`config.mk`:
```
export PLATFORM = sky130hd
export DESIGN_NAME = memory_boundary_scan_tap
export DESIGN_NICKNAME = d
export VERILOG_FILES = /design/src/tap_pkg.sv /design/src/tap_ctrl_if.sv /design/src/tap_fsm.sv /design/src/memory_boundary_scan_tap.sv
export SDC_FILE = /design/constraint.sdc
export NUM_CORES = 1
export LEC_CHECK = 0
export ABC_AREA = 1
export BUFFER_PORTS_ARGS = -buffer_cell sky130_fd_sc_hd__clkbuf_2
export CAP_MARGIN = 20
export CELL_PAD_IN_SITES_DETAIL_PLACEMENT = 1
export CELL_PAD_IN_SITES_GLOBAL_PLACEMENT = 2
export CORE_ASPECT_RATIO = 1.5
export CORE_UTILIZATION = 30
export CTS_CLUSTER_DIAMETER = 60
export DETAILED_ROUTE_END_ITERATION = 10
export GPL_TIMING_DRIVEN = 0
export PLACE_DENSITY_LB_ADDON = 0.2
export SLEW_MARGIN = 20
export SYNTH_ARGS = -nofsm -noshare
export SYNTH_HDL_FRONTEND = slang
export SYNTH_SLANG_ARGS = --single-unit
```
`constraint.sdc`:
```
create_clock -name aclk -period 1.6 [get_ports aclk]
set_input_delay 0.32 -clock aclk [delete_from_list [all_inputs] [get_ports aclk]]
set_output_delay 0.32 -clock aclk [all_outputs]
set_load 0.005 [all_outputs]
```
`src/tap_pkg.sv`:
```
// constants and types shared by the test access port modules
package tap_pkg;
	typedef enum logic [3:0] {
		ST_TEST_RESET = 4'h0,
		ST_RUN_IDLE = 4'h1,
		ST_SELECT_DR = 4'h2,
		ST_CAPTURE_DR = 4'h3,
		ST_SHIFT_DR = 4'h4,
		ST_EXIT1_DR = 4'h5,
		ST_PAUSE_DR = 4'h6,
		ST_EXIT2_DR = 4'h7,
		ST_UPDATE_DR = 4'h8,
		ST_SELECT_IR = 4'h9,
		ST_CAPTURE_IR = 4'ha,
		ST_SHIFT_IR = 4'hb,
		ST_EXIT1_IR = 4'hc,
		ST_PAUSE_IR = 4'hd,
		ST_EXIT2_IR = 4'he,
		ST_UPDATE_IR = 4'hf
	} tap_state_t;

	localparam int IR_WIDTH = 3;
	localparam int ID_WIDTH = 32;
	localparam int BSR_LEN = 16;
	localparam int OUT_WIDTH = 8;
	localparam int OUT_CTRL_CELL = 15;
	localparam int SYNC_STAGES = 2;

	localparam logic [IR_WIDTH-1:0] INSTR_EXTERNAL_TEST = 3'h0;
	localparam logic [IR_WIDTH-1:0] INSTR_IDENTIFICATION_READ = 3'h1;
	localparam logic [IR_WIDTH-1:0] INSTR_SAMPLE_OUTPUTS_OFF = 3'h2;
	localparam logic [IR_WIDTH-1:0] INSTR_RESERVED_A = 3'h3;
	localparam logic [IR_WIDTH-1:0] INSTR_SAMPLE_PRELOAD = 3'h4;
	localparam logic [IR_WIDTH-1:0] INSTR_RESERVED_B = 3'h5;
	localparam logic [IR_WIDTH-1:0] INSTR_RESERVED_C = 3'h6;
	localparam logic [IR_WIDTH-1:0] INSTR_BYPASS = 3'h7;
	localparam logic [IR_WIDTH-1:0] IR_CAPTURE_PATTERN = 3'h1;

	// arbitrary neutral identification value, lsb set as the scan convention wants
	localparam logic [ID_WIDTH-1:0] ID_CODE_VALUE = 32'h0a5a_5001;

	localparam logic [3:0] ADDR_CTRL = 4'h0;
	localparam logic [3:0] ADDR_STATUS = 4'h4;
	localparam logic [3:0] ADDR_ID = 4'h8;
	localparam logic [3:0] ADDR_BOUNDARY = 4'hc;
	localparam int CTRL_RESET_BIT = 0;
	localparam int STATUS_STATE_LSB = 0;
	localparam int STATUS_INSTR_LSB = 4;
	localparam int STATUS_OE_BIT = 7;
	localparam logic [31:0] CTRL_RESET_VALUE = 32'h0000_0000;
	localparam logic [1:0] RESP_OKAY = 2'h0;
	localparam logic [1:0] RESP_DECERR = 2'h3;
endpackage : tap_pkg

```
`src/tap_ctrl_if.sv`:
```
// link between the port core and its controller state machine
`timescale 1ns/10ps
interface tap_ctrl_if;
	import tap_pkg::*;
	logic tck_rise;
	logic tms;
	logic force_reset;
	tap_state_t state;
	modport fsm (input tck_rise, input tms, input force_reset, output state);
	modport core (output tck_rise, output tms, output force_reset, input state);
endinterface : tap_ctrl_if

```
`src/tap_fsm.sv`:
```
// sixteen-state test port controller, stepped on each sampled test clock rise
`timescale 1ns/10ps
module tap_fsm import tap_pkg::*; (
	input wire logic aclk, // system clock
	input wire logic aresetn, // synchronous reset, active low
	tap_ctrl_if.fsm ctl // step strobe, mode select, state
);
	tap_state_t state_reg;
	tap_state_t state_next;

	always_comb begin
		state_next = state_reg;
		unique case (state_reg)
			ST_TEST_RESET: state_next = ctl.tms ? ST_TEST_RESET : ST_RUN_IDLE;
			ST_RUN_IDLE: state_next = ctl.tms ? ST_SELECT_DR : ST_RUN_IDLE;
			ST_SELECT_DR: state_next = ctl.tms ? ST_SELECT_IR : ST_CAPTURE_DR;
			ST_CAPTURE_DR: state_next = ctl.tms ? ST_EXIT1_DR : ST_SHIFT_DR;
			ST_SHIFT_DR: state_next = ctl.tms ? ST_EXIT1_DR : ST_SHIFT_DR;
			ST_EXIT1_DR: state_next = ctl.tms ? ST_UPDATE_DR : ST_PAUSE_DR;
			ST_PAUSE_DR: state_next = ctl.tms ? ST_EXIT2_DR : ST_PAUSE_DR;
			ST_EXIT2_DR: state_next = ctl.tms ? ST_UPDATE_DR : ST_SHIFT_DR;
			ST_UPDATE_DR: state_next = ctl.tms ? ST_SELECT_DR : ST_RUN_IDLE;
			ST_SELECT_IR: state_next = ctl.tms ? ST_TEST_RESET : ST_CAPTURE_IR;
			ST_CAPTURE_IR: state_next = ctl.tms ? ST_EXIT1_IR : ST_SHIFT_IR;
			ST_SHIFT_IR: state_next = ctl.tms ? ST_EXIT1_IR : ST_SHIFT_IR;
			ST_EXIT1_IR: state_next = ctl.tms ? ST_UPDATE_IR : ST_PAUSE_IR;
			ST_PAUSE_IR: state_next = ctl.tms ? ST_EXIT2_IR : ST_PAUSE_IR;
			ST_EXIT2_IR: state_next = ctl.tms ? ST_UPDATE_IR : ST_SHIFT_IR;
			ST_UPDATE_IR: state_next = ctl.tms ? ST_SELECT_DR : ST_RUN_IDLE;
		endcase
	end

	// five rises with mode select high reach reset from any state by the table above
	always_ff @(posedge aclk) begin
		if (!aresetn || ctl.force_reset) begin
			state_reg <= ST_TEST_RESET;
		end else if (ctl.tck_rise) begin
			state_reg <= state_next;
		end
	end

	assign ctl.state = state_reg;
endmodule : tap_fsm

```
`src/memory_boundary_scan_tap.sv`:
```
// boundary scan test access port with register access over axi4-lite
//
// Overview of operation
// - inputs sampled on test clock rise
// - outputs updated on test clock fall
// - data out driven only while shifting
// - serial input feeds selected register msb
// - serial output shows selected register lsb
// - five high mode-select rises reset controller
// - port reset leaves memory operation alone
// - power-up reset, serial output starts off
// - exactly one register between serial pins
// - three-bit instruction register shifts in IR
// - identification instruction loaded at reset
// - instruction capture loads binary 01
// - bypass register is one bit
// - bypass capture clears it to zero
// - one boundary cell per input pin
// - data capture loads ring, then shifts
// - three instructions select boundary register
// - identification capture loads 32-bit code
// - all eight instruction codes decoded
// - new instruction applies at instruction update
// - mode select floats high through pull-up; no pull-up here, only the tms and tdi synchronisers reset high
// - outputs-off instruction forces memory outputs off
// - external test drives preloaded pin values
// - control cell gates bus, preset high
// - preload instruction snapshots all pins
//
// Local design decisions: the placing of the registers and the AXI4-Lite interface to the registers.
`timescale 1ns/10ps
module memory_boundary_scan_tap import tap_pkg::*; (
	input wire logic aclk, // system clock, 250 MHz
	input wire logic aresetn, // synchronous reset, active low
	input wire logic [3:0] s_axi_awaddr, // write address
	input wire logic s_axi_awvalid, // write address valid
	output logic s_axi_awready, // write address ready
	input wire logic [31:0] s_axi_wdata, // write data
	input wire logic [3:0] s_axi_wstrb, // write byte strobes
	input wire logic s_axi_wvalid, // write data valid
	output logic s_axi_wready, // write data ready
	output logic [1:0] s_axi_bresp, // write response
	output logic s_axi_bvalid, // write response valid
	input wire logic s_axi_bready, // write response ready
	input wire logic [3:0] s_axi_araddr, // read address
	input wire logic s_axi_arvalid, // read address valid
	output logic s_axi_arready, // read address ready
	output logic [31:0] s_axi_rdata, // read data
	output logic [1:0] s_axi_rresp, // read response
	output logic s_axi_rvalid, // read data valid
	input wire logic s_axi_rready, // read data ready
	input wire logic tck, // test clock pin
	input wire logic tms, // mode select pin
	input wire logic tdi, // serial data in pin
	output logic tdo, // serial data out
	output logic tdo_oe, // serial data out enable, high drives
	input wire logic [BSR_LEN-2:0] ring_in, // memory pin levels for capture
	output logic mem_out_force_z, // force memory outputs off
	output logic mem_out_test_drive, // drive memory outputs from scan cells
	output logic [OUT_WIDTH-1:0] mem_out_test_data // scan values for memory outputs
);
	tap_ctrl_if ctl ();

	logic [SYNC_STAGES:0] tck_sync_reg;
	logic [SYNC_STAGES-1:0] tms_sync_reg;
	logic [SYNC_STAGES-1:0] tdi_sync_reg;
	logic [BSR_LEN-2:0] ring_meta_reg;
	logic [BSR_LEN-2:0] ring_sync_reg;
	logic tck_rise;
	logic tck_fall;
	logic tms_s;
	logic tdi_s;

	logic [IR_WIDTH-1:0] ir_reg;
	logic [IR_WIDTH-1:0] ir_shift_reg;
	logic bypass_reg;
	logic [ID_WIDTH-1:0] id_shift_reg;
	logic [BSR_LEN-1:0] bsr_shift_reg;
	logic [BSR_LEN-1:0] bsr_update_reg;
	logic sel_boundary;
	logic sel_ident;
	logic serial_lsb;

	logic ctrl_reset_reg;
	logic aw_held_reg;
	logic aw_held_next;
	logic w_held_reg;
	logic w_held_next;
	logic [3:0] aw_addr_reg;
	logic [31:0] w_data_reg;
	logic [3:0] w_strb_reg;
	logic bvalid_next;
	logic do_write;
	logic rvalid_next;
	logic [31:0] read_word;
	logic read_hit;

	// pin synchronisers; only the second stage and later are looked at
	always_ff @(posedge aclk) begin
		if (!aresetn) begin
			tck_sync_reg <= '0;
			tms_sync_reg <= '1;
			tdi_sync_reg <= '1;
		end else begin
			tck_sync_reg <= {tck_sync_reg[SYNC_STAGES-1:0], tck};
			tms_sync_reg <= {tms_sync_reg[SYNC_STAGES-2:0], tms};
			tdi_sync_reg <= {tdi_sync_reg[SYNC_STAGES-2:0], tdi};
		end
	end

	always_ff @(posedge aclk) begin
		if (!aresetn) begin
			ring_meta_reg <= '0;
			ring_sync_reg <= '0;
		end else begin
			ring_meta_reg <= ring_in;
			ring_sync_reg <= ring_meta_reg;
		end
	end

	// tck held low by an unused board gives no edges, so the port rests in reset
	assign tck_rise = tck_sync_reg[SYNC_STAGES-1] && !tck_sync_reg[SYNC_STAGES];
	assign tck_fall = !tck_sync_reg[SYNC_STAGES-1] && tck_sync_reg[SYNC_STAGES];
	assign tms_s = tms_sync_reg[SYNC_STAGES-1];
	assign tdi_s = tdi_sync_reg[SYNC_STAGES-1];

	assign ctl.tck_rise = tck_rise;
	assign ctl.tms = tms_s;
	assign ctl.force_reset = ctrl_reset_reg;

	tap_fsm u_fsm (
		.aclk(aclk),
		.aresetn(aresetn),
		.ctl(ctl)
	);

	// instruction decode; every code lands somewhere, reserved ones on bypass
	always_comb begin
		sel_boundary = 1'b0;
		sel_ident = 1'b0;
		unique case (ir_reg)
			INSTR_EXTERNAL_TEST: sel_boundary = 1'b1;
			INSTR_SAMPLE_OUTPUTS_OFF: sel_boundary = 1'b1;
			INSTR_SAMPLE_PRELOAD: sel_boundary = 1'b1;
			INSTR_IDENTIFICATION_READ: sel_ident = 1'b1;
			INSTR_BYPASS: sel_boundary = 1'b0;
			INSTR_RESERVED_A, INSTR_RESERVED_B, INSTR_RESERVED_C: sel_ident = 1'b0;
		endcase
	end

	always_comb begin
		if (ctl.state == ST_SHIFT_IR) begin
			serial_lsb = ir_shift_reg[0];
		end else if (sel_boundary) begin
			serial_lsb = bsr_shift_reg[0];
		end else if (sel_ident) begin
			serial_lsb = id_shift_reg[0];
		end else begin
			serial_lsb = bypass_reg;
		end
	end

	// instruction path
	always_ff @(posedge aclk) begin
		if (!aresetn) begin
			ir_reg <= INSTR_IDENTIFICATION_READ;
			ir_shift_reg <= IR_CAPTURE_PATTERN;
		end else if (ctl.state == ST_TEST_RESET) begin
			ir_reg <= INSTR_IDENTIFICATION_READ;
		end else if (tck_rise) begin
			unique case (ctl.state)
				ST_CAPTURE_IR: ir_shift_reg <= IR_CAPTURE_PATTERN;
				ST_SHIFT_IR: ir_shift_reg <= {tdi_s, ir_shift_reg[IR_WIDTH-1:1]};
				ST_UPDATE_IR: ir_reg <= ir_shift_reg;
				default: ir_shift_reg <= ir_shift_reg;
			endcase
		end
	end

	// bypass and identification data registers
	always_ff @(posedge aclk) begin
		if (!aresetn) begin
			bypass_reg <= 1'b0;
			id_shift_reg <= ID_CODE_VALUE;
		end else if (tck_rise && !sel_boundary) begin
			if (ctl.state == ST_CAPTURE_DR) begin
				bypass_reg <= 1'b0;
				if (sel_ident) begin
					id_shift_reg <= ID_CODE_VALUE;
				end
			end else if (ctl.state == ST_SHIFT_DR) begin
				if (sel_ident) begin
					id_shift_reg <= {tdi_s, id_shift_reg[ID_WIDTH-1:1]};
				end else begin
					bypass_reg <= tdi_s;
				end
			end
		end
	end

	// boundary cells; control cell recaptures its own preload, the rest the pin ring
	always_ff @(posedge aclk) begin
		if (!aresetn) begin
			bsr_shift_reg <= '0;
		end else if (tck_rise && sel_boundary) begin
			if (ctl.state == ST_CAPTURE_DR) begin
				bsr_shift_reg <= {bsr_update_reg[OUT_CTRL_CELL], ring_sync_reg};
			end else if (ctl.state == ST_SHIFT_DR) begin
				bsr_shift_reg <= {tdi_s, bsr_shift_reg[BSR_LEN-1:1]};
			end
		end
	end

	always_ff @(posedge aclk) begin
		if (!aresetn || ctl.state == ST_TEST_RESET) begin
			bsr_update_reg <= '0;
			bsr_update_reg[OUT_CTRL_CELL] <= 1'b1;
		end else if (tck_rise && sel_boundary && ctl.state == ST_UPDATE_DR) begin
			bsr_update_reg <= bsr_shift_reg;
		end
	end

	// serial output and pin controls move on the falling test clock
	always_ff @(posedge aclk) begin
		if (!aresetn) begin
			tdo <= 1'b0;
			tdo_oe <= 1'b0;
		end else if (tck_fall) begin
			tdo <= serial_lsb;
			tdo_oe <= (ctl.state == ST_SHIFT_IR) || (ctl.state == ST_SHIFT_DR);
		end
	end

	// port reset returns the instruction to identification, so memory pins are released
	always_ff @(posedge aclk) begin
		if (!aresetn) begin
			mem_out_force_z <= 1'b0;
			mem_out_test_drive <= 1'b0;
			mem_out_test_data <= '0;
		end else if (tck_fall) begin
			mem_out_force_z <= (ir_reg == INSTR_SAMPLE_OUTPUTS_OFF);
			mem_out_test_drive <= (ir_reg == INSTR_EXTERNAL_TEST) && bsr_update_reg[OUT_CTRL_CELL];
			mem_out_test_data <= bsr_update_reg[OUT_WIDTH-1:0];
		end
	end

	// axi4-lite write side: address and data held independently, then applied
	assign do_write = aw_held_reg && w_held_reg && !s_axi_bvalid;
	assign aw_held_next = do_write ? 1'b0 : (aw_held_reg || (s_axi_awvalid && s_axi_awready));
	assign w_held_next = do_write ? 1'b0 : (w_held_reg || (s_axi_wvalid && s_axi_wready));
	assign bvalid_next = do_write || (s_axi_bvalid && !s_axi_bready);

	always_ff @(posedge aclk) begin
		if (!aresetn) begin
			aw_held_reg <= 1'b0;
			w_held_reg <= 1'b0;
			s_axi_awready <= 1'b0;
			s_axi_wready <= 1'b0;
			s_axi_bvalid <= 1'b0;
		end else begin
			aw_held_reg <= aw_held_next;
			w_held_reg <= w_held_next;
			s_axi_awready <= !aw_held_next && !bvalid_next;
			s_axi_wready <= !w_held_next && !bvalid_next;
			s_axi_bvalid <= bvalid_next;
		end
	end

	always_ff @(posedge aclk) begin
		if (!aresetn) begin
			aw_addr_reg <= '0;
			w_data_reg <= '0;
			w_strb_reg <= '0;
		end else begin
			if (s_axi_awvalid && s_axi_awready) begin
				aw_addr_reg <= s_axi_awaddr;
			end
			if (s_axi_wvalid && s_axi_wready) begin
				w_data_reg <= s_axi_wdata;
				w_strb_reg <= s_axi_wstrb;
			end
		end
	end

	// control register: software can hold the test port in reset
	always_ff @(posedge aclk) begin
		if (!aresetn) begin
			ctrl_reset_reg <= CTRL_RESET_VALUE[CTRL_RESET_BIT];
			s_axi_bresp <= RESP_OKAY;
		end else if (do_write) begin
			if (aw_addr_reg[3:2] == ADDR_CTRL[3:2]) begin
				if (w_strb_reg[0]) begin
					ctrl_reset_reg <= w_data_reg[CTRL_RESET_BIT];
				end
				s_axi_bresp <= RESP_OKAY;
			end else if (aw_addr_reg[3:2] == ADDR_STATUS[3:2] || aw_addr_reg[3:2] == ADDR_ID[3:2]
				|| aw_addr_reg[3:2] == ADDR_BOUNDARY[3:2]) begin
				s_axi_bresp <= RESP_OKAY;
			end else begin
				s_axi_bresp <= RESP_DECERR;
			end
		end
	end

	// axi4-lite read side, one cycle from address to data
	always_comb begin
		read_word = '0;
		read_hit = 1'b1;
		unique case (s_axi_araddr[3:2])
			ADDR_CTRL[3:2]: read_word[CTRL_RESET_BIT] = ctrl_reset_reg;
			ADDR_STATUS[3:2]: begin
				read_word[STATUS_STATE_LSB +: 4] = ctl.state;
				read_word[STATUS_INSTR_LSB +: IR_WIDTH] = ir_reg;
				read_word[STATUS_OE_BIT] = tdo_oe;
			end
			ADDR_ID[3:2]: read_word = ID_CODE_VALUE;
			ADDR_BOUNDARY[3:2]: read_word[BSR_LEN-1:0] = bsr_update_reg;
		endcase
		if (s_axi_araddr[1:0] != 2'h0) begin
			read_hit = 1'b0;
		end
	end

	assign rvalid_next = (s_axi_arvalid && s_axi_arready) || (s_axi_rvalid && !s_axi_rready);

	always_ff @(posedge aclk) begin
		if (!aresetn) begin
			s_axi_arready <= 1'b0;
			s_axi_rvalid <= 1'b0;
			s_axi_rdata <= '0;
			s_axi_rresp <= RESP_OKAY;
		end else begin
			s_axi_arready <= !rvalid_next;
			s_axi_rvalid <= rvalid_next;
			if (s_axi_arvalid && s_axi_arready) begin
				s_axi_rdata <= read_hit ? read_word : 32'h0000_0000;
				s_axi_rresp <= read_hit ? RESP_OKAY : RESP_DECERR;
			end
		end
	end
endmodule : memory_boundary_scan_tap

```
======== Yosys cells after proc, flatten, opt, wreduce, memory -nomap -nowiden ========
Cells that the tools add are included.
word-level totals
  bits in registers ....................... 174
  input port bits ......................... 69
  output and inout bits ................... 53
cells by class
  equality and inequality tests ........... 27
  multiplexer cells ....................... 38
  bitwise operators ....................... 2
  reduce and logical (&&, ||, !) cells .... 53
operators by type and width
  kind                  number
  $mux W32              5
  $pmux W4 S12          1
  $eq A4 B4 Y1 const B  8
  $mux W16              2
  $eq A4 B3 Y1 const B  4
  $mux W4               4
  $pmux W8 S2           1
  $logic_and A1 B1 Y1   15
  $pmux W7 S2           1
  $mux W1               13
  $mux W12              1
  $mux W2               6
  $logic_not A1 Y1      11
  $logic_or A1 B1 Y1    9
  $reduce_and A3 Y1     3
  $eq A2 B2 Y1 const B  4
  $eq A4 B2 Y1 const B  2
  $mux W3               2
  $pmux W3 S2           1
  $reduce_bool A2 Y1    3
  $reduce_or A2 Y1      3
  $reduce_or A3 Y1      2
  $eq A2 B1 Y1 const B  2
  $eq A4 B1 Y1 const B  1
  other kinds (12)      16

======== Depth between registers and ports, before layout ========
Gate-level depths: netlist of the first run.
  depth in word-level cells ............... 6
  depth in mapped cells ................... 11
  mapped depth without buffers ............ 9

======== By module ========
From an unflattened synthesis of the first run, not the netlist that was laid out.
second synthesis, totals
  cell total of the unflattened synthesis .. 806
  area, all modules ....................... 6,002.0 um^2
modules (own cells, without submodules)
  module                    instances  cells each  area each (um^2)
  memory_boundary_scan_tap  1          736         5,612.9
  tap_fsm                   1          70          389.1

======== Worst setup path after synthesis of the first run ========
Ideal clock, no wire load.
  path type ............................... register to register
  start ................................... reg u_fsm.state_reg[0], in the netlist u_fsm.ctl.state[0]
  end ..................................... reg bsr_update_reg[7]
  arrival time ............................ 1.330 ns
  required time ........................... 1.481 ns
  setup slack ............................. 0.150 ns
  stages on the path, launching flop included .. 9
  clock period less this slack ............ 1.450 ns
  path through ............................ dfxtp_1 buf_2 nor2_1 nand2_1 nor3_2 buf_4 inv_1 o21ai_0 a21oi_1
between the ends
  word-level cells in the longest chain between the ends .. 2
  elaborated cells between the ends (all ways) .. 4
RTL lines
  element                                                           RTL line                                                          text
  from (decl)                                                       tap_fsm.sv:8                                                      tap_state_t state_reg;
  from (signal assigned)                                            tap_fsm.sv:38                                                     state_reg <= state_next;
  $eq A4 B4 Y1 / $logic_not A4 Y1 (equally long branches)           memory_boundary_scan_tap.sv:218, memory_boundary_scan_tap.sv:215
  $logic_and A1 B1 Y1 / $logic_or A1 B1 Y1 (equally long branches)  memory_boundary_scan_tap.sv:218, memory_boundary_scan_tap.sv:215
  to (signal assigned)                                              memory_boundary_scan_tap.sv:219                                   bsr_update_reg <= bsr_shift_reg;
  to (decl)                                                         memory_boundary_scan_tap.sv:79                                    logic [BSR_LEN-1:0] bsr_update_reg;
Parallel ways exist; a longest one is shown, timed or not.
A chain may end at the register's enable or synchronous reset.

======== Worst setup path in the final report of the first run ========
  start ................................... reg u_fsm.state_reg[1], in the netlist u_fsm.ctl.state[1]
  end ..................................... reg id_shift_reg[30]
between the ends
  word-level cells in the longest chain between the ends .. 3
  elaborated cells between the ends (all ways) .. 7
RTL lines
  element                                                                     RTL line                                                          text
  $eq A4 B3 Y1 / $eq A4 B2 Y1 (equally long branches)                         memory_boundary_scan_tap.sv:191, memory_boundary_scan_tap.sv:186
  $ne A2 B2 Y1 (no source line) / $reduce_bool A2 Y1 (equally long branches)  -
  $reduce_and A4 Y1 (no source line)                                          -
  to (signal assigned)                                                        memory_boundary_scan_tap.sv:193                                   id_shift_reg <= {tdi_s, id_shift_reg[ID_WIDTH-1:1]};
  to (decl)                                                                   memory_boundary_scan_tap.sv:77                                    logic [ID_WIDTH-1:0] id_shift_reg;
Parallel ways exist; a longest one is shown, timed or not.

==> results of run 1 <==
logic make-up (layout without fill, tap and decap cells):
| kind of cell | after synthesis | after routing |
|---|---|---|
| DFF | 155 | 155 |
| AOI/OAI and AO/OA | 168 | 168 |
| and+or+nand+nor | 297 | 297 |
| other | 1 | 10 |
| buffers and inverters | 138 | 268 |
final timing paths:
check | to | slack (ns) | depth (start not counted)
setup reg to reg | id_shift_reg[30]$_SDFFE_PN0P_ | 0.06 | 9
hold reg to reg | ring_sync_reg[5]$_SDFF_PN0_ | 0.42 | 2
setup / recovery | id_shift_reg[30]$_SDFFE_PN0P_ | 0.06 | 9
hold / removal | ring_meta_reg[11]$_SDFF_PN0_ | 0.07 | 3
synthesized netlist by cell type (all sizes together):
cell | number | area [um^2]
nand2 | 194 | 748.2
dfxtp | 155 | 3103
inv | 85 | 319.1
a21oi | 76 | 380.4
nor2 | 66 | 282.8
o21ai | 62 | 310.3
buf | 31 | 234.0
nand3 | 20 | 112.6
clkbuf | 19 | 72.56
o22ai | 10 | 62.56
a211oi | 9 | 67.56
nor3 | 9 | 50.05
a31oi | 8 | 50.05
or2 | 5 | 31.28
clkinv | 3 | 11.26
o211ai | 3 | 22.52
nand4 | 2 | 12.51
conb | 1 | 3.750
nand3b | 1 | 7.510
what timing repair did:
action / CTS / global route
resized for setup: 27 / 60
pin swaps: 1 / 4
gates cloned: 0 / 6
setup buffers: 3 / 15
endpoints found under the setup margin: 76 / 78
cell usage in the layout (no fill, tap or decap), types with 9 or more instances in the layout:
cell / count
a211oi_1: 9
a21oi_1: 63
a21oi_2: 13
buf_4: 40
buf_6: 10
clkbuf_1: 15
clkbuf_16: 18
clkbuf_2: 77
conb_1: 10
dfxtp_1: 151
inv_1: 79
nand2_1: 185
nand3_1: 17
nor2_1: 57
o21ai_0: 47
o21ai_1: 13
o22ai_1: 10
critical path, stage by stage, from the launching register on:
cell and delay [ns]:
dfxtp_2 0.31, buf_6 0.13, nor2_4 0.18, nand2_4 0.10, nand2_8 0.09, nand3_4 0.08, nor2_4 0.23, buf_6 0.15
nand2_1 0.07, a21oi_2 0.12
cell type report:
cell class | instances | area (um^2)
multi-input combinational | 475 | 2335
fill | 2387 | 11550
inverter | 88 | 344.1
clock buffer | 19 | 452.9
timing repair buffer | 98 | 574.3
clock inverter | 13 | 107.6
tap | 256 | 320.3
buffer | 50 | 364.1
sequential | 155 | 3113
metrics by stage:
step	hold slack (ns)	utilization, %	area, um^2	setup slack, ns
finish	0.07343	39.72	7611	0.06189
global route	0.06699	39.72	7611	-0.03850
CTS	0.05742	37.96	7273	0.002566
detailed placement	0.4053	34.48	6606	-0.4378
global placement	0.3958	34.48	6606	-0.3845
floorplan	0.3905	-	5916	0.1505
per-layer routing:
layer,vias up,global-route usage (%)
li1,2652,-
met1,2564,18.87
met2,66,33.58
met3,18,4.021
met4,0,4.754
met5,-,0
power breakdown:
| part | leakage (nW) | internal (mW) | total (mW) | switching [mW] |
|---|---|---|---|---|
| clock | 0.277 | 2.11 | 3.84 | 1.73 |
| combinational | 1.86 | 0.130 | 0.356 | 0.226 |
| sequential | 1.26 | 3.93 | 3.97 | 0.0360 |
| total | 3.40 | 6.17 | 8.16 | 1.99 |
==> key figures, run 1 <==
Critical path
  – Critical path arrival: roughly 1.9 ns
  – Crit path launch: u_fsm.ctl.state[1]$_SDFFE_PP0P_
  – CP endpoint kind: flip-flop
  – Kind of critical path: flip-flop to flip-flop
  – Critical R2R Launch: u_fsm.ctl.state[1]$_SDFFE_PP0P_
  – Largest fanout on the critical path: 7
  – Setup crit start kind: flip-flop
  – Worst Path Required: 1.96 ns

Die
  – DIE AREA: about 20000 um^2
  – Core area: 19160 um^2
  – Ports: between 100 and 150
  – Starting Density: between 30% and 40%
  – Die X-Extent: roughly 120 um
  – Die height: approximately 170 um
  – Number of core rows: 62

Placed design
  – PortBufs: between 70 and 80
  – DP HPWL: 12720 um
  – Placed cells: 1098
  – GP Congestion: 0.8528

Drt
  – Max layer used: met4
  – Via/cell ratio: 4.593
  – Routed wire length: 17310 um
  – Number of routed nets with antenna violations: 0
  – Routed vias: between 5000 and 6000
  – Post-route DRC: 0
  – Drt initial violations: 180
  – Met2 WL: just under 10000 um
  – Routed length per instance: about 15 um
  – WL met1: between 6000 and 7000 um
  – 1st-pass router iterations: 4
  – Met3 Wirelength: roughly 410 um

Logic synthesis
  – Mux cell area share after synthesis: 0%
  – Largest family of logic cells by synthesized area: simple AND/OR/NAND/NOR gates
  – Cell count after synthesis: about 760
  – Synth Warn #: 0
  – Post-Syn Area: 5882 um^2
  – Simple-Gate Fraction of Synth Area: 21.17%
  – Seq/Total Area, Yosys: a little over half
  – Adder-Cell Fraction of Synth Area: 0%
  – Post-synthesis xor/xnor area fraction: 0%
  – Yosys reg bits: ~160
  – Syn_area_per_cell: 7.750 um^2
  – Unique masters post-synth: 30
  – Post-synthesis compound-gate area fraction: between 10% and 20%

Power and ir drop
  – Power Dens Cells: between 1000 and 1500 nW/um^2
  – Tot Pwr: between 8 and 9 mW
  – Leak Pwr: between 3 and 4 nW
  – Worst VDD drop: between 700 and 800 uV

CTS
  – Clock Latency Late Sink: ~0.43 ns
  – CTS Root Cell: clkbuf_16
  – Clock buffer count from CTS: 17
  – Clk pin slew, worst setup/hold paths: 0.07 ns
  – TritonCTS clock tree: built
  – Hold-fix buffer count after cts: 0
  – CTS H-tree lvls: 4
  – Number of clock sinks: 155
  – CTS max path bufs: 2

Global route
  – Initial antenna violation count: 0
  – Gr ovfl total: 0
  – Vias in the first global route: around 5300
  – Global-route wire length before repair: approximately 27000 um
  – Largest net degree at the start of global routing: 17
  – GRT Util Overall: ~18%

Timing
  – Final Max Slew Viols: 0
  – Fin crit share: between 90% and 100%
  – Final Hold Viols: 0
  – Slew at the pin closest to its max-slew limit: 0.7697 ns
  – Achievable frequency: approximately 650 MHz
  – Relative slew slack: roughly 49%
  – Final setup fails: 0
  – Post-Route Setup TNS: 0 ns
  – Clock Skew: between 0.01 and 0.015 ns
  – Unrepaired setup endpoints after global routing: true
  – Min Tclk post-route: 1.538 ns

Run status
  – Outcome: complete, no violations

Finish
  – Layout cell share with drive strength beyond 1: between 20% and 30%
  – Max FFs per register: 32
  – Final std cells w/o fill: about 1200
  – Area grow syn2layout: 29.40%
  – Nets@finish: 954
  – Inserted Diodes: 0

Min path
  – Min-delay worst type: input pin to flip-flop
  – Hold_sp: ring_in[11]

Job
  – Max Cap Viol: 0
Note: power is estimated with default switching activity, not from simulation.
==> run 2: changes to the inputs <==
- RECOVER_POWER: not set -> 25
- SETUP_SLACK_MARGIN: not set -> 0.02
- SYNTH_HIERARCHICAL: not set -> 1
==> run 2 against run 1 <==
Synthesized cell count rose by 6.2%. First-iteration DRC count is 29% higher. Global-route usage decreased by 0.50 points. Die area is 2.0% higher. Maximum frequency is 1.9% higher. Synthesized area is 2.0% higher. Largest cell class unchanged. Core utilization decreased by 0.68 points.
==> key figures, run 2 <==
Finish
  – Max FFs per register: 32 (unchanged)
  – Inserted Diodes: 0 (unchanged)
  – Layout cell share with drive strength beyond 1: 20.91% (-3.6 points)
  – Nets@finish: 998 (+4.6%)
  – Final std cells w/o fill: 1202 (+4.2%)
  – Commonest non-fill, non-tap cells in the layout: nand2_1, dfxtp_1, a21oi_1
  – Area grow syn2layout: 28.18%
  – Most common cell after layout, fill and taps aside: nand2_1
  – Utilization after layout: 39.04% (-0.68 points)

Logic synthesis
  – Largest area contributor in the netlist: dfxtp_1
  – Ranking of synthesized cells by area: dfxtp_1, nand2_1, a21oi_1
  – Ys flop type: dfxtp_1
  – Commonest cells in the netlist: nand2_1, dfxtp_1, a21oi_1
  – Most numerous cell in the Yosys netlist: nand2_1
  – Syn_area_per_cell: 7.447 um^2 (-3.9%)
  – Synth Warn #: 6 (+6)
  – Unique masters post-synth: 30 (unchanged)
  – Yosys reg bits: 155 (unchanged)
  – Top cell type's share of synthesized area: 51.70% (-1.1 points)
  – Cell count after synthesis: 806 (+6.2%)
  – Async set-reset flop share out of synthesis: 0% (unchanged)
  – EDFF count, synth: 0 (unchanged)
  – Seq/Total Area, Yosys: 51.70% (-1.1 points)
  – Post-Syn Area: 6002 um^2 (+2.0%)

Drt
  – Routed wire length: 17030 um (-1.6%)
  – Routed length per instance: 14.17 um (-5.5%)
  – Routed vias: 5364 (+1.2%)
  – 1st-pass router iterations: 4 (unchanged)
  – Number of routed nets with antenna violations: 0 (unchanged)
  – Via/cell ratio: 4.463 (-2.8%)
  – Post-route DRC: 0 (unchanged)
  – Drt initial violations: 232 (+29%)

Timing
  – Slew at the pin closest to its max-slew limit: 0.5811 ns (-0.1886 ns)
  – Fin Hold WS: 0.06978 ns (-0.003653 ns)
  – Fin crit share: 94.33% (-1.8 points)
  – Final Max Slew Viols: 0 (unchanged)
  – Post-Route Setup TNS: 0 ns (unchanged)
  – Final setup fails: 0 (unchanged)
  – Achievable frequency: 662.6 MHz (+1.9%)
  – Final Hold Viols: 0 (unchanged)
  – Final worst setup slack: 0.09078 ns (+0.02889 ns)
  – Min Tclk post-route: 1.509 ns (-0.02889 ns)
  – Unrepaired setup endpoints after global routing: false
  – Relative slew slack: 61.26% (+13 points)
  – Clock Skew: 0.008307 ns (-0.002278 ns)

Critical path
  – Critical path arrival: 1.86 ns (-0.04 ns)
  – Slowest-stage cell, CP: dfxtp_4
  – CP Cell Sequence: nor2_4, nand3_2, nand2_2, buf_6, nand2_2, nor2_4, buf_12, clkbuf_16, nand2_1, a21oi_1
  – Setup crit start kind: flip-flop
  – CP bufs+invs: 3 (+1)
  – Kind of critical path: flip-flop to flip-flop
  – Crit path largest cell delay: 0.37 ns (+0.06 ns)
  – Largest fanout on the critical path: 6 (-1)
  – CP endpoint kind: flip-flop
  – Top delay family on crit path: simple AND/OR/NAND/NOR gates
  – Worst Path Required: 1.95 ns (about the same)

Placed design
  – GP Congestion: 0.7636 (-10%)
  – Placed cells: 1150 (+4.7%)
  – PortBufs: 75 (+1.4%)
  – DP Worst Slack: -0.7640 ns (-0.3263 ns)
  – DP HPWL: 12230 um (-3.9%)

Global route
  – Vias in the first global route: 5383 (+1.1%)
  – Largest net degree at the start of global routing: 17 (unchanged)
  – Gr ovfl total: 0 (unchanged)
  – GRT Util Overall: 17.16% (-0.50 points)
  – Initial antenna violation count: 0 (unchanged)
  – Global-route wire length before repair: 27500 um (+1.6%)

Die
  – Core area: 19710 um^2 (+2.8%)
  – Die X-Extent: 117.5 um (+1.0%)
  – Starting Density: 30.46% (-0.24 points)
  – Number of core rows: 63 (+1.6%)
  – Ports: 122 (unchanged)
  – DIE AREA: 20590 um^2 (+2.0%)
  – Die height: 175.2 um (+1.0%)

CTS
  – Clock Latency Late Sink: 0.43 ns (about the same)
  – Hold-fix buffer count after cts: 0 (unchanged)
  – CTS H-tree lvls: 4 (unchanged)
  – Number of clock sinks: 155 (unchanged)
  – CTS Root Cell: clkbuf_16
  – TritonCTS clock tree: built
  – CTS max path bufs: 2 (unchanged)
  – Clock buffer count from CTS: 17 (unchanged)
  – Clk pin slew, worst setup/hold paths: 0.07 ns (about the same)

Min path
  – Min-delay worst type: input pin to flip-flop

Run status
  – Outcome: complete, no violations

Power and ir drop
  – Leak Pwr: 3.473 nW (+2.0%)
  – Worst VDD drop: 798.7 uV (+13%)
  – Power Dens Cells: 1129 nW/um^2 (+5.3%)

Job
  – Max Cap Viol: 0 (unchanged)
run 2: cell count changes after synthesis, moves of 4 or more:
cell	change
o22ai_1	-9
a21oi_1	+8
inv_1	-14
o211ai_1	+8
clkbuf_1	+4
nor2_1	+14
nand3_1	+7
a211oi_1	-9
o21ai_0	-17
nand2_1	+59
run 2: layer usage:
| layer | vias to the layer above | global-route usage, % | part of all wire (%) |
|---|---|---|---|
| li1 | 2778 | - | - |
| met5 | - | 0 | 0 |
| met3 | 20 | 3.655 | 1.9 |
| met2 | 59 | 32.50 | 54 |
| met4 | 0 | 5.823 | 2.2 |
| met1 | 2507 | 18.68 | 42 |
run 2: cells by family (layout without fill, tap and decap cells):
logic type	count (synthesis)	after routing	share of synthesized area (%)
buf+inv	126	253	9.714
compound gates	149	149	13.20
other cells	1	10	0.06248
simple gates	375	375	25.33
flops	155	155	51.70
run 2: timing repair:
action                                  in CTS  in global routing
gates resized for setup                     28                 30
pin swaps                                    1                  5
setup buffers                                5                 13
gates cloned                                 0                  2
endpoints found under the setup margin      78                 68
run 2: tightest hold or removal path, cell delays in order:
cell,delay [ns]
clkbuf_2,0.07
nand2_1,0.04
inv_1,0.04
run 2: layout make-up:
type / instances / area, um^2
inverter: 73 / 279.0
clock buffer: 20 / 456.7
tap: 260 / 325.3
timing repair buffer: 95 / 560.5
sequential: 155 / 3119
buffer: 53 / 362.8
multi-input combinational: 534 / 2406
clock inverter: 12 / 183.9
fill: 2476 / 12010
run 2: power breakdown:
part / internal [mW] / switching (mW)
sequential: 3.93 / 0.0337
clock: 2.72 / 1.69
combinational: 0.122 / 0.196
total: 6.77 / 1.92
run 2: through the flow:
stage | total power, mW | area [um^2]
floorplan | 4.235 | 6036
global placement | 4.373 | 6736
detailed placement | 4.377 | 6736
CTS | 8.821 | 7493
global route | 9.017 | 7694
finish | 8.686 | 7694
run 2: worst paths after layout:
path,start,end,slack (ns),depth (start not counted)
max,u_fsm/ctl.state[0]$_SDFFE_PP0P_,id_shift_reg[31]$_SDFFE_PN0P_,0.09,10
min,ring_in[9],ring_meta_reg[9]$_SDFF_PN0_,0.07,3
min reg2reg,ring_meta_reg[13]$_SDFF_PN0_,ring_sync_reg[13]$_SDFF_PN0_,0.41,2
max reg2reg,u_fsm/ctl.state[0]$_SDFFE_PP0P_,id_shift_reg[31]$_SDFFE_PN0P_,0.09,10
==> run 3: changes to the inputs <==
--- a/config.mk
+++ b/config.mk
@@ -13,2 +13,3 @@
 export CORE_ASPECT_RATIO = 1.5
+export CORE_MARGIN = 3
 export CORE_UTILIZATION = 30
--- a/constraint.sdc
+++ b/constraint.sdc
@@ -3,2 +3,2 @@
 set_output_delay 0.32 -clock aclk [all_outputs]
-set_load 0.005 [all_outputs]
+set_load 0.02 [all_outputs]
==> run 3 against run 2 <==
Combinational power increased by 15%. Global-route usage decreased by 0.70 points. Maximum frequency decreased by 1.7%. Sequential share of layout area increased by 0.24 points. Wire length increased by 2.5%. Critical path depth decreased by 2. Highest routed layer unchanged. Setup slack got worse by 0.026 ns. Flip-flop and latch count unchanged. Non-clock buffer count unchanged.
==> key figures, run 3 (synthesis gave the netlist of run 2 again) <==
Die
  – Starting Density: 30.95% (+0.49 points)
  – Ports: 122 (unchanged)
  – Die X-Extent: 121.5 um (+3.4%)
  – Die height: 179.2 um (+2.3%)
  – DIE AREA: 21780 um^2 (+5.8%)
  – Number of core rows: 62 (-1.6%)
  – Core area: 19390 um^2 (-1.6%)

Critical path
  – Worst Path Required: 1.95 ns (about the same)
  – Setup crit start kind: flip-flop
  – Kind of critical path: flip-flop to flip-flop
  – Critical path arrival: 1.88 ns (+0.02 ns)
  – CP endpoint kind: flip-flop
  – Largest fanout on the critical path: 6 (unchanged)

Drt
  – Number of routed nets with antenna violations: 0 (unchanged)
  – Routed wire length: 17450 um (+2.5%)
  – Drt initial violations: 244 (+5.2%)
  – Routed length per instance: 14.58 um (+2.9%)
  – Routed vias: 5477 (+2.1%)
  – 1st-pass router iterations: 4 (unchanged)
  – Via/cell ratio: 4.576 (+2.5%)
  – Post-route DRC: 0 (unchanged)

Timing
  – Achievable frequency: 651.3 MHz (-1.7%)
  – Final setup fails: 0 (unchanged)
  – Fin Hold WS: 0.07672 ns (+0.006948 ns)
  – Slew at the pin closest to its max-slew limit: 0.5872 ns (+0.006066 ns)
  – Final Max Slew Viols: 0 (unchanged)
  – Unrepaired setup endpoints after global routing: true
  – Final Hold Viols: 0 (unchanged)
  – Min Tclk post-route: 1.535 ns (+0.02607 ns)
  – Fin crit share: 95.96% (+1.6 points)
  – Relative slew slack: 60.85% (-0.40 points)
  – Clock Skew: 0.007828 ns (-0.0004789 ns)

Power and ir drop
  – Tot Pwr: 8.415 mW (-3.1%)
  – Worst VDD drop: 677.4 uV (-15%)
  – Leak Pwr: 3.445 nW (-0.82%)
  – Power Dens Cells: 1099 nW/um^2 (-2.6%)

Global route
  – Gr ovfl total: 0 (unchanged)
  – Initial antenna violation count: 0 (unchanged)
  – Global-route wire length before repair: 27830 um (+1.2%)
  – GRT Util Overall: 16.46% (-0.70 points)
  – Largest net degree at the start of global routing: 17 (unchanged)
  – Vias in the first global route: 5458 (+1.4%)

CTS
  – CTS Root Cell: clkbuf_16
  – Clock buffer count from CTS: 17 (unchanged)
  – CTS max path bufs: 2 (unchanged)
  – CTS H-tree lvls: 4 (unchanged)
  – Clock Latency Late Sink: 0.42 ns (about the same)
  – Number of clock sinks: 155 (unchanged)
  – TritonCTS clock tree: built
  – Clk pin slew, worst setup/hold paths: 0.06 ns (about the same)

Finish
  – FILL cells: 2471 (-0.20%)
  – Utilization after layout: 39.46% (+0.42 points)
  – Layout cell share with drive strength beyond 1: 21.04% (+0.13 points)
  – Nets@finish: 998 (unchanged)
  – Inserted Diodes: 0 (unchanged)
  – Area grow syn2layout: 27.52%
  – Most common cell after layout, fill and taps aside: nand2_1
  – Final std cells w/o fill: 1197 (-0.42%)
  – Area of the multi-input gates: 2437 um^2 (+1.3%)
  – Commonest non-fill, non-tap cells in the layout: nand2_1, dfxtp_1, a21oi_1
  – Sequential cell area: 3122 um^2 (about the same)
  – Max FFs per register: 32 (unchanged)

Placed design
  – Placed cells: 1146 (-0.35%)
  – GP Congestion: 0.7488 (-1.9%)
  – DP HPWL: 12590 um (+2.9%)
  – PortBufs: 75 (unchanged)

Job
  – Max Cap Viol: 0 (unchanged)

Min path
  – Min-delay worst type: input pin to flip-flop

Run status
  – Outcome: complete, no violations
## run 3: worst max-delay path, cell delays in order (launching register included)
cell     delay [ns]
dfxtp_1        0.34
inv_1          0.13
nand3_1        0.11
inv_1          0.13
nand2_1        0.12
nor2_4         0.28
buf_6          0.18
nand2_1        0.06
a21oi_1        0.11
## run 3: final timing paths
kind,from,to,slack [ns],cells past startpoint
setup / recovery,ir_reg[2]$_SDFFE_PP0P_,id_shift_reg[18]$_SDFFE_PN0P_,0.06,8
hold / removal,ring_in[10],ring_meta_reg[10]$_SDFF_PN0_,0.08,3
setup reg to reg,ir_reg[2]$_SDFFE_PP0P_,id_shift_reg[18]$_SDFFE_PN0P_,0.06,8
hold reg to reg,tck_sync_reg[0]$_SDFF_PN0_,tck_sync_reg[1]$_SDFF_PN0_,0.41,2
## run 3: layout make-up
class                      count  share of cell area (%)
multi-input combinational    534                   31.85
timing repair buffer          98                   7.128
sequential                   155                   40.79
inverter                      73                   3.646
tap                          256                   4.185
buffer                        50                   4.659
clock inverter                 9                   1.815
clock buffer                  22                   5.934
## run 3: stage by stage
step           setup TNS, ns  setup WS (ns)  area (um^2)
6_report                   0        0.06471         7654
5_1_grt             -0.02012      -0.005708         7654
4_1_cts                    0        0.02088         7545
3_5_place_dp          -30.30        -0.7466         6731
3_3_place_gp          -32.03        -0.7786         6731
2_1_floorplan              0        0.08533         6036
## run 3: repair_timing
item / in CTS / in global routing
gates resized for setup: 35 / 37
endpoints found under the hold margin: 0 / 0
setup buffers: 15 / 5
pin swaps: 3 / 5
gates cloned: 2 / 1
endpoints found under the setup margin: 77 / 71
hold buffers: 0 / 0
## run 3: per-layer routing
metal | up-vias | track usage [%] | wire [um] | share of wire, %
met5 | - | 0 | 0 | 0
met4 | 0 | 6.636 | 450 | 2.6
met3 | 24 | 2.746 | 426 | 2.4
met2 | 68 | 30.82 | 9409 | 54
met1 | 2608 | 18.22 | 7165 | 41
li1 | 2777 | - | - | -
## run 3: power breakdown
part	switching [mW]	internal, mW
Sequential	0.0342	3.93
Combinational	0.241	0.124
Clock	1.59	2.50
